===== src/design/cfg_port_pkg.sv =====
package cfg_port_pkg;
  // serial word layout
  localparam int WORD_W   = 32;
  localparam int SEL_W    = 3;
  localparam int NUM_REGS = 6;
  localparam int IDX_W    = 3;
  // control field positions inside the word
  localparam int R2_DBUF_DIV_BIT = 13;  // divider double buffer enable in register 2
  localparam int R2_MUX_LSB      = 26;  // test output select field in register 2
  localparam int R2_MUX_W        = 3;
  localparam int R2_PDN_BIT      = 5;   // software power-down in register 2
  localparam int R4_MUTE_BIT     = 5;   // software rf output enable in register 4
  localparam int R4_MTLD_BIT     = 10;  // mute until lock
  localparam int R4_DIV_LSB      = 20;  // divider select field in register 4
  localparam int R4_DIV_W        = 3;
  localparam int R0_IDX          = 0;
  localparam int R2_IDX          = 2;
  localparam int R4_IDX          = 4;
  localparam logic [WORD_W-1:0] REG_RESET = 32'h0000_0000;
  // test output selections
  typedef enum logic [2:0] {
    MUX_TRISTATE = 3'b000,
    MUX_HIGH     = 3'b001,
    MUX_LOW      = 3'b010,
    MUX_REFDIV   = 3'b011,
    MUX_FBDIV    = 3'b100,
    MUX_ALOCK    = 3'b101,
    MUX_DLOCK    = 3'b110,
    MUX_RSVD     = 3'b111
  } mux_sel_t;
  // three-flop synchroniser state for the serial pins
  typedef struct packed {
    logic [2:0] sclk;
    logic [2:0] sdata;
    logic [2:0] strobe;
  } pin_sync_t;
  // analog side status travelling into the port
  typedef struct packed {
    logic locked;
    logic fb_div;
    logic ref_div;
  } pll_status_t;
endpackage


===== src/design/pin_sync3.sv =====
`timescale 1ns/1ps
// three flops per pin; an edge counts when flops two and three disagree
module pin_sync3 (
  // clock and reset
  input  wire logic                    i_mclk,
  input  wire logic                    i_rst,
  input  wire logic                    i_ce,
  // raw pins
  input  wire logic                    i_sclk,
  input  wire logic                    i_sdata,
  input  wire logic                    i_strobe,
  // synchronised pins
  output cfg_port_pkg::pin_sync_t      o_sync
);
  import cfg_port_pkg::*;

  pin_sync_t state_q, state_d;

  // shift each pin one stage deeper
  always_comb begin
    state_d       = state_q;
    state_d.sclk  = {state_q.sclk[1:0], i_sclk};
    state_d.sdata = {state_q.sdata[1:0], i_sdata};
    state_d.strobe = {state_q.strobe[1:0], i_strobe};
  end

  always_ff @(posedge i_mclk or posedge i_rst) begin
    if (i_rst) begin
      state_q <= '0;
    end else if (i_ce) begin
      state_q <= state_d;
    end
  end

  assign o_sync = state_q;
endmodule // pin_sync3


===== src/design/serial_config_load_port.sv =====
`timescale 1ns/1ps
// Operation
// - shift data into 32-bit register on clock rise
// - strobe rise copies word to selected register
// - enable low powers down, pump tri-stated
// - enable high powers up per software bits
// - mute pin low or software bit mutes
// - lock indicator high locked, low unlocked
// - test output picks lock, feedback, reference
// - codes 000 to 101 select registers 0-5
// - double-buffered settings apply on register 0 write
module serial_config_load_port #(
  parameter int WORD_W = cfg_port_pkg::WORD_W,
  parameter int NUM_REGS = cfg_port_pkg::NUM_REGS
) (
  // clock, reset, enable
  input  wire logic                         i_mclk,
  input  wire logic                         i_rst,
  input  wire logic                         i_ce,
  // serial pins
  input  wire logic                         i_sclk,
  input  wire logic                         i_sdata,
  input  wire logic                         i_load_strobe,
  // control pins
  input  wire logic                         i_chip_enable,
  input  wire logic                         i_rf_mute_n,
  // analog side status
  input  cfg_port_pkg::pll_status_t         i_status,
  // configuration and status outputs
  output logic [WORD_W-1:0]                 o_reg_active [NUM_REGS],
  output logic [WORD_W-1:0]                 o_div_active,
  output logic                              o_powered,
  output logic                              o_pump_output_oe_n,
  output logic                              o_rf_enable,
  output logic                              o_lock_indicator,
  output logic                              o_test_select_out,
  output logic                              o_test_select_out_oe_n
);
  import cfg_port_pkg::*;

  // limitation: every pin is sampled by i_mclk through three flops, so each
  // serial clock phase must last at least three i_mclk cycles, and data must
  // be settled at least one i_mclk cycle before the serial clock rises
  // the level pins (enable, mute, lock, divider taps) see the same delay

  typedef struct packed {
    logic [WORD_W-1:0]          shift;
    logic [NUM_REGS-1:0][WORD_W-1:0] latch;   // first buffer
    logic [NUM_REGS-1:0][WORD_W-1:0] active;  // values in use
    logic [WORD_W-1:0]          div_act;
    logic [2:0]                 ctl_sync;     // chip enable, mute, locked
    logic [2:0]                 ctl_sync2;
    logic [2:0]                 ctl_sync3;
    logic [1:0]                 div_sync;     // feedback and reference dividers
    logic [1:0]                 div_sync2;
    logic [1:0]                 div_sync3;
    logic                       powered;
    logic                       pump_oe_n;
    logic                       rf_en;
    logic                       lock_ind;
    logic                       mux_out;
    logic                       mux_oe_n;
  } state_t;

  state_t    q, d;
  pin_sync_t sync;

  // target register is valid only for codes below the register count
  // codes 110 and 111 fall outside and leave every latch untouched
  function automatic logic sel_valid(input logic [SEL_W-1:0] sel);
    return int'(sel) < NUM_REGS;
  endfunction

  // true when the select code names the given register index
  // used for the commit and the divider decisions alike
  function automatic logic sel_is(input logic [SEL_W-1:0] sel, input int idx);
    return int'(sel) == idx;
  endfunction

  // a level pin counts as high only once two flop stages agree on it
  // a pin that is still settling therefore reads low
  function automatic logic agreed(input logic a, input logic b);
    return a & b;
  endfunction

  pin_sync3 u_sync (
    .i_mclk   (i_mclk),
    .i_rst    (i_rst),
    .i_ce     (i_ce),
    .i_sclk   (i_sclk),
    .i_sdata  (i_sdata),
    .i_strobe (i_load_strobe),
    .o_sync   (sync)
  );

  logic sclk_rise;
  logic strobe_rise;
  logic [SEL_W-1:0] sel;
  logic pin_ce, pin_mute_n, pin_locked;
  logic pin_fb_div, pin_ref_div;
  logic is_r0, is_r4, r4_held;
  mux_sel_t mux_sel;

  // edges seen when the second and third flop disagree
  // the third flop holds the older level, so a rise reads as 1 over 0
  assign sclk_rise   = sync.sclk[1] & ~sync.sclk[2];
  assign strobe_rise = sync.strobe[1] & ~sync.strobe[2];
  assign sel         = q.shift[SEL_W-1:0];  // control bits arrive last

  // level pins count once the second and third flops agree
  assign pin_ce      = agreed(q.ctl_sync2[2], q.ctl_sync3[2]);
  assign pin_mute_n  = agreed(q.ctl_sync2[1], q.ctl_sync3[1]);
  assign pin_locked  = agreed(q.ctl_sync2[0], q.ctl_sync3[0]);
  assign pin_fb_div  = agreed(q.div_sync2[1], q.div_sync3[1]);
  assign pin_ref_div = agreed(q.div_sync2[0], q.div_sync3[0]);
  assign mux_sel     = mux_sel_t'(q.active[R2_IDX][R2_MUX_LSB +: R2_MUX_W]);

  // commit decode for the word now in the shift register
  assign is_r0   = sel_is(sel, R0_IDX);
  assign is_r4   = sel_is(sel, R4_IDX);
  // divider select waits for register zero while double buffering is on
  assign r4_held = is_r4 & q.active[R2_IDX][R2_DBUF_DIV_BIT];

  // next-state logic for shift, latches and pins
  always_comb begin
    d = q;

    // three-stage synchronisers for the level pins
    d.ctl_sync  = {i_chip_enable, i_rf_mute_n, i_status.locked};
    d.ctl_sync2 = q.ctl_sync;
    d.ctl_sync3 = q.ctl_sync2;
    d.div_sync  = {i_status.fb_div, i_status.ref_div};
    d.div_sync2 = q.div_sync;
    d.div_sync3 = q.div_sync2;

    // serial data enters at the bottom and moves toward the msb
    // data comes from the third flop, which lines up with the clock
    // edge seen between the second and third flops
    if (sclk_rise) begin
      d.shift = {q.shift[WORD_W-2:0], sync.sdata[2]};  // msb first
    end

    // strobe commit: latch first, then decide what goes live
    if (strobe_rise && sel_valid(sel)) begin
      d.latch[sel] = q.shift;
      if (is_r0) begin
        // register zero releases every buffered setting at once
        d.active = d.latch;  // commit buffered settings
        if (d.latch[R2_IDX][R2_DBUF_DIV_BIT]) begin
          d.div_act = d.latch[R4_IDX];
        end
      end else if (!r4_held) begin
        // other registers take effect on their own strobe
        d.active[sel] = q.shift;
        if (is_r4) begin
          d.div_act = q.shift;
        end
      end
    end

    // power follows pin and software bit
    d.powered   = pin_ce & ~q.active[R2_IDX][R2_PDN_BIT];
    // pump is released whenever the device is not powered
    d.pump_oe_n = ~d.powered;

    // rf on while powered unless pin or software mute, or waiting for lock
    d.rf_en = d.powered & pin_mute_n & q.active[R4_IDX][R4_MUTE_BIT]
              & ~(q.active[R4_IDX][R4_MTLD_BIT] & ~pin_locked);

    // lock indicator follows the synchronised loop status
    d.lock_ind = pin_locked;

    // test output multiplexer
    // three-state code releases the pin, reserved code drives low
    d.mux_oe_n = 1'b0;
    case (mux_sel)
      MUX_TRISTATE: begin
        d.mux_out  = 1'b0;
        d.mux_oe_n = 1'b1;
      end
      MUX_HIGH:   d.mux_out = 1'b1;
      MUX_LOW:    d.mux_out = 1'b0;
      MUX_REFDIV: d.mux_out = pin_ref_div;
      MUX_FBDIV:  d.mux_out = pin_fb_div;
      MUX_ALOCK:  d.mux_out = pin_locked;
      MUX_DLOCK:  d.mux_out = pin_locked;
      default:    d.mux_out = 1'b0;
    endcase
  end

  // state register; reset clears every latch and releases both
  // three-state outputs, a low enable freezes everything
  always_ff @(posedge i_mclk or posedge i_rst) begin
    if (i_rst) begin
      q           <= '0;
      q.latch     <= {NUM_REGS{REG_RESET}};
      q.active    <= {NUM_REGS{REG_RESET}};
      q.pump_oe_n <= 1'b1;
      q.mux_oe_n  <= 1'b1;
    end else if (i_ce) begin
      q <= d;
    end
  end

  // outputs straight from flops
  for (genvar g = 0; g < NUM_REGS; g++) begin : g_out
    assign o_reg_active[g] = q.active[g];
  end
  assign o_div_active           = q.div_act;
  assign o_powered              = q.powered;
  assign o_pump_output_oe_n     = q.pump_oe_n;
  assign o_rf_enable            = q.rf_en;
  assign o_lock_indicator       = q.lock_ind;
  assign o_test_select_out      = q.mux_out;
  assign o_test_select_out_oe_n = q.mux_oe_n;
endmodule // serial_config_load_port


===== config.mk =====
export PLATFORM = sky130hd
export DESIGN_NAME = serial_config_load_port
export DESIGN_NICKNAME = d
export VERILOG_FILES = /design/src/design/cfg_port_pkg.sv /design/src/design/pin_sync3.sv /design/src/design/serial_config_load_port.sv
export SDC_FILE = /design/constraint.sdc
export NUM_CORES = 1
export LEC_CHECK = 0
export BUFFER_PORTS_ARGS = -buffer_cell sky130_fd_sc_hd__clkbuf_2
export CAP_MARGIN = 5
export CORE_UTILIZATION = 45
export CTS_CLUSTER_DIAMETER = 50
export CTS_CLUSTER_SIZE = 20
export DETAILED_ROUTE_END_ITERATION = 8
export PLACE_DENSITY = 0.65
export SLEW_MARGIN = 20
export SYNTH_ARGS = -nofsm -noshare
export SYNTH_HDL_FRONTEND = slang
export SYNTH_SLANG_ARGS = --single-unit

===== constraint.sdc =====
create_clock -name i_mclk -period 13.45 [get_ports i_mclk]
set_input_delay 1.345 -clock i_mclk [delete_from_list [all_inputs] [get_ports i_mclk]]
set_output_delay 1.345 -clock i_mclk [all_outputs]
set_load 0.01 [all_outputs]

==> run metrics <==
status finished clean; first-pass GRT wire length approximately 74 mm; clock buffer depth 3; n_diodes 0; number of distinct library cells after synthesis between 40 and 50; post-CTS resize count 0; CTS root buf clkbuf_16; Slew headroom 0.272; Final period util 0.255; Tightest Pin Transition 1.09 ns; critical path type in -> reg; number of nets with antenna violations after routing 0; Pre-antenna DRT Iters 5; Power Dens Cells approximately 160 nW/um^2; Die Ht around 220 um; CTS hold repair buffers 0; WP data arrival just under 4 ns; io pins between 200 and 250; Core ar. 45,300 um^2; synth-to-layout area growth 6.46%; clk sinks roughly 450; fin nets around 1,500; DR vias/cell about 5.4; reg-to-reg setup timing slack between 10 and 15 ns; pin count of the biggest net entering global routing roughly 180; critical-path cell list clkbuf_2 > buf_4 > nand3b_2 > a211oi_4 > buf_4 > mux2_2; Reg clk slew, reported paths about 0.07 ns; CP dominant cell by count buf_4; Hold Worst Slack between 0.4 and 0.5 ns; Initial DRC Count about 780; CP max stage delay 0.81 ns; Fillers approximately 4,000; Setup TNS 0 ns; top-count cell post-synth dfrtp_1; Pleak roughly 11 nW; vias between 10,000 and 15,000; Worst Hold Class reg -> reg; vias in the first global route ~12,000; Top FF cell, synth dfrtp_1; Mapped Area around 21,000 um^2; CTS HTree Levels 2; top-area cell type share of the netlist area 0.539; CTS Buf Count 42; initial antenna violation count 0; placer congestion estimate 0.764; top area cells in the synthesized netlist dfrtp_1, mux2_2, buf_4; Final setup viols 0; Post-synth ARST share 1.00; Post-synth top cells dfrtp_1, mux2_2, buf_4, o21ai_0, clkbuf_1; CTS tree built; Startpoint Class primary input; RSZ-0062 raised after global routing no; all-layer global routing usage 0.209; layout cell share with drive strength beyond 1 0.461; post-DP HPWL slightly below 30 mm; die area between 40,000 and 50,000 um^2; sequential cell area fraction in the yosys report 0.542; clk_skew about 0.026 ns; Port-buffer cells 240; max-cap violations 0; Worst Path Required approximately 14 ns; Initial Utilization 0.455; worst ir drop on vdd about 0.000096 V; Period minus WS final between 3 and 4 ns; Synth Register Bits 446; worst skew pair latency around 0.58 ns; number of synthesized flops with an enable pin 0; Worst path slowest cell a211oi_4; dominant cell type by area after synthesis dfrtp_1; Fmax approximately 300 MHz; die width between 200 and 250 um; syn_nets 1,590; Avg WL per Cell around 22 um; Mapped Avg Cell Area roughly 13 um^2; Slew Viols, Final 0; # Post-CTS Setup Buffers 0; drt drc 0; Site Rows around 80; Cells after Synth around 1,600; Critical Path Sink Type flop; endpoints failing hold 0; Yosys warnings 0; crit-path max FO 40; gr ovfl total 0; Total Wirelength 47.8 mm
final cells by class:
class / count / area, um^2 / share of cell area
repair buffers: 258 / 1390 / 0.0632
clock inverters: 27 / 340 / 0.0155
clock buffers: 50 / 1130 / 0.0516
well taps: 600 / 751 / 0.0342
inverters: 12 / 48.8 / 0.00223
multi-input cells: 766 / 7100 / 0.324
flip-flops and latches: 446 / 11200 / 0.509
report_power, final:
| group | switching, mW | internal [mW] | total, mW |
|---|---|---|---|
| logic | 0.415 | 0.223 | 0.638 |
| clock network | 0.576 | 0.672 | 1.25 |
| registers | 0.144 | 1.43 | 1.58 |
| total | 1.14 | 2.33 | 3.47 |
routing by layer:
metal  routed length, um  global-route usage  vias to the layer above  part of all wire
li1                    -                   -                     5238                 -
met3                2340              0.0428                       54             0.049
met4                 861              0.0502                        0             0.018
met1               21900               0.293                     6064              0.46
met2               22700               0.331                      254              0.47
met5                   0                   0                        -                 0
logic make-up (layout without fill, tap and decap cells):
kind of cell           count (synthesis)  after routing  share of synthesized area
AO/OA/AOI/OAI                        233            233                     0.0802
buffers and inverters                367            347                      0.116
flip-flops                           446            446                      0.542
multiplexers                         439            439                      0.236
AND/OR/NAND/NOR                       94             94                     0.0259
cells in the final DEF (no fill, tap or decap), types with 3 or more instances in the layout:
master and instances:
buf_4 14, clkinv_8 7, a2bb2oi_1 3, and2_1 9, inv_1 11, nor4b_1 3, clkinvlp_4 3, o31ai_1 28
mux2i_1 61, nand2b_1 6, clkbuf_2 240, nand2_1 6, mux2_2 356, or2_2 7, a22o_1 63, nand3b_1 4
mux2_1 22, o21ai_0 88, o21ai_1 3, inv_6 3, inv_8 6, clkbuf_16 43, nand3_1 3, clkbuf_1 4
clkbuf_8 3, o32a_1 3, clkinv_4 6, a211oi_4 3, nor2b_1 4, dfrtp_1 441, nor2_1 34, a22oi_1 29
worst paths after layout:
kind                       depth (start not counted)  startpoint               end
setup reg to reg                                   4      q[439]            q[327]
max in group asynchronous                          4       i_rst  o_reg_active[47]
hold / removal                                     1      q[277]            q[277]
setup / recovery                                   6        i_ce  o_div_active[23]
hold reg to reg                                    1      q[277]            q[277]
min in group asynchronous                          2       i_rst   o_reg_active[2]
state kept, by name, summed over array words and instances, names as in the netlist:
signal                  count
q                         197
o_reg_active              192
o_div_active               32
d                          10
u_sync.o_sync               9
o_lock_indicator            1
o_powered                   1
o_pump_output_oe_n          1
o_rf_enable                 1
o_test_select_out           1
o_test_select_out_oe_n      1
worst max-delay path: cells and delay by family:
kind | cells | cell delay, ns
AOI/OAI and AO/OA | 1 | 0.81
buffers and inverters | 3 | 0.97
muxes | 1 | 0.38
and+or+nand+nor | 1 | 0.32
stage by stage:
stage / setup WS, ns / area [um^2] / power, mW / util / cells
2_1_floorplan: 6.08 / 20600 / 2.07 / - / 1579
3_5_place_dp: 9.43 / 20400 / 2.25 / 0.451 / 2081
4_1_cts: 10.04 / 21900 / 3.51 / 0.484 / 2158
6_report: 10.03 / 21900 / 3.47 / 0.484 / 2159
3_3_place_gp: 9.49 / 20400 / 2.24 / 0.451 / 2081
5_1_grt: 9.92 / 21900 / 3.62 / 0.484 / 2159
No activity file was read; power rests on OpenSTA's default activity.
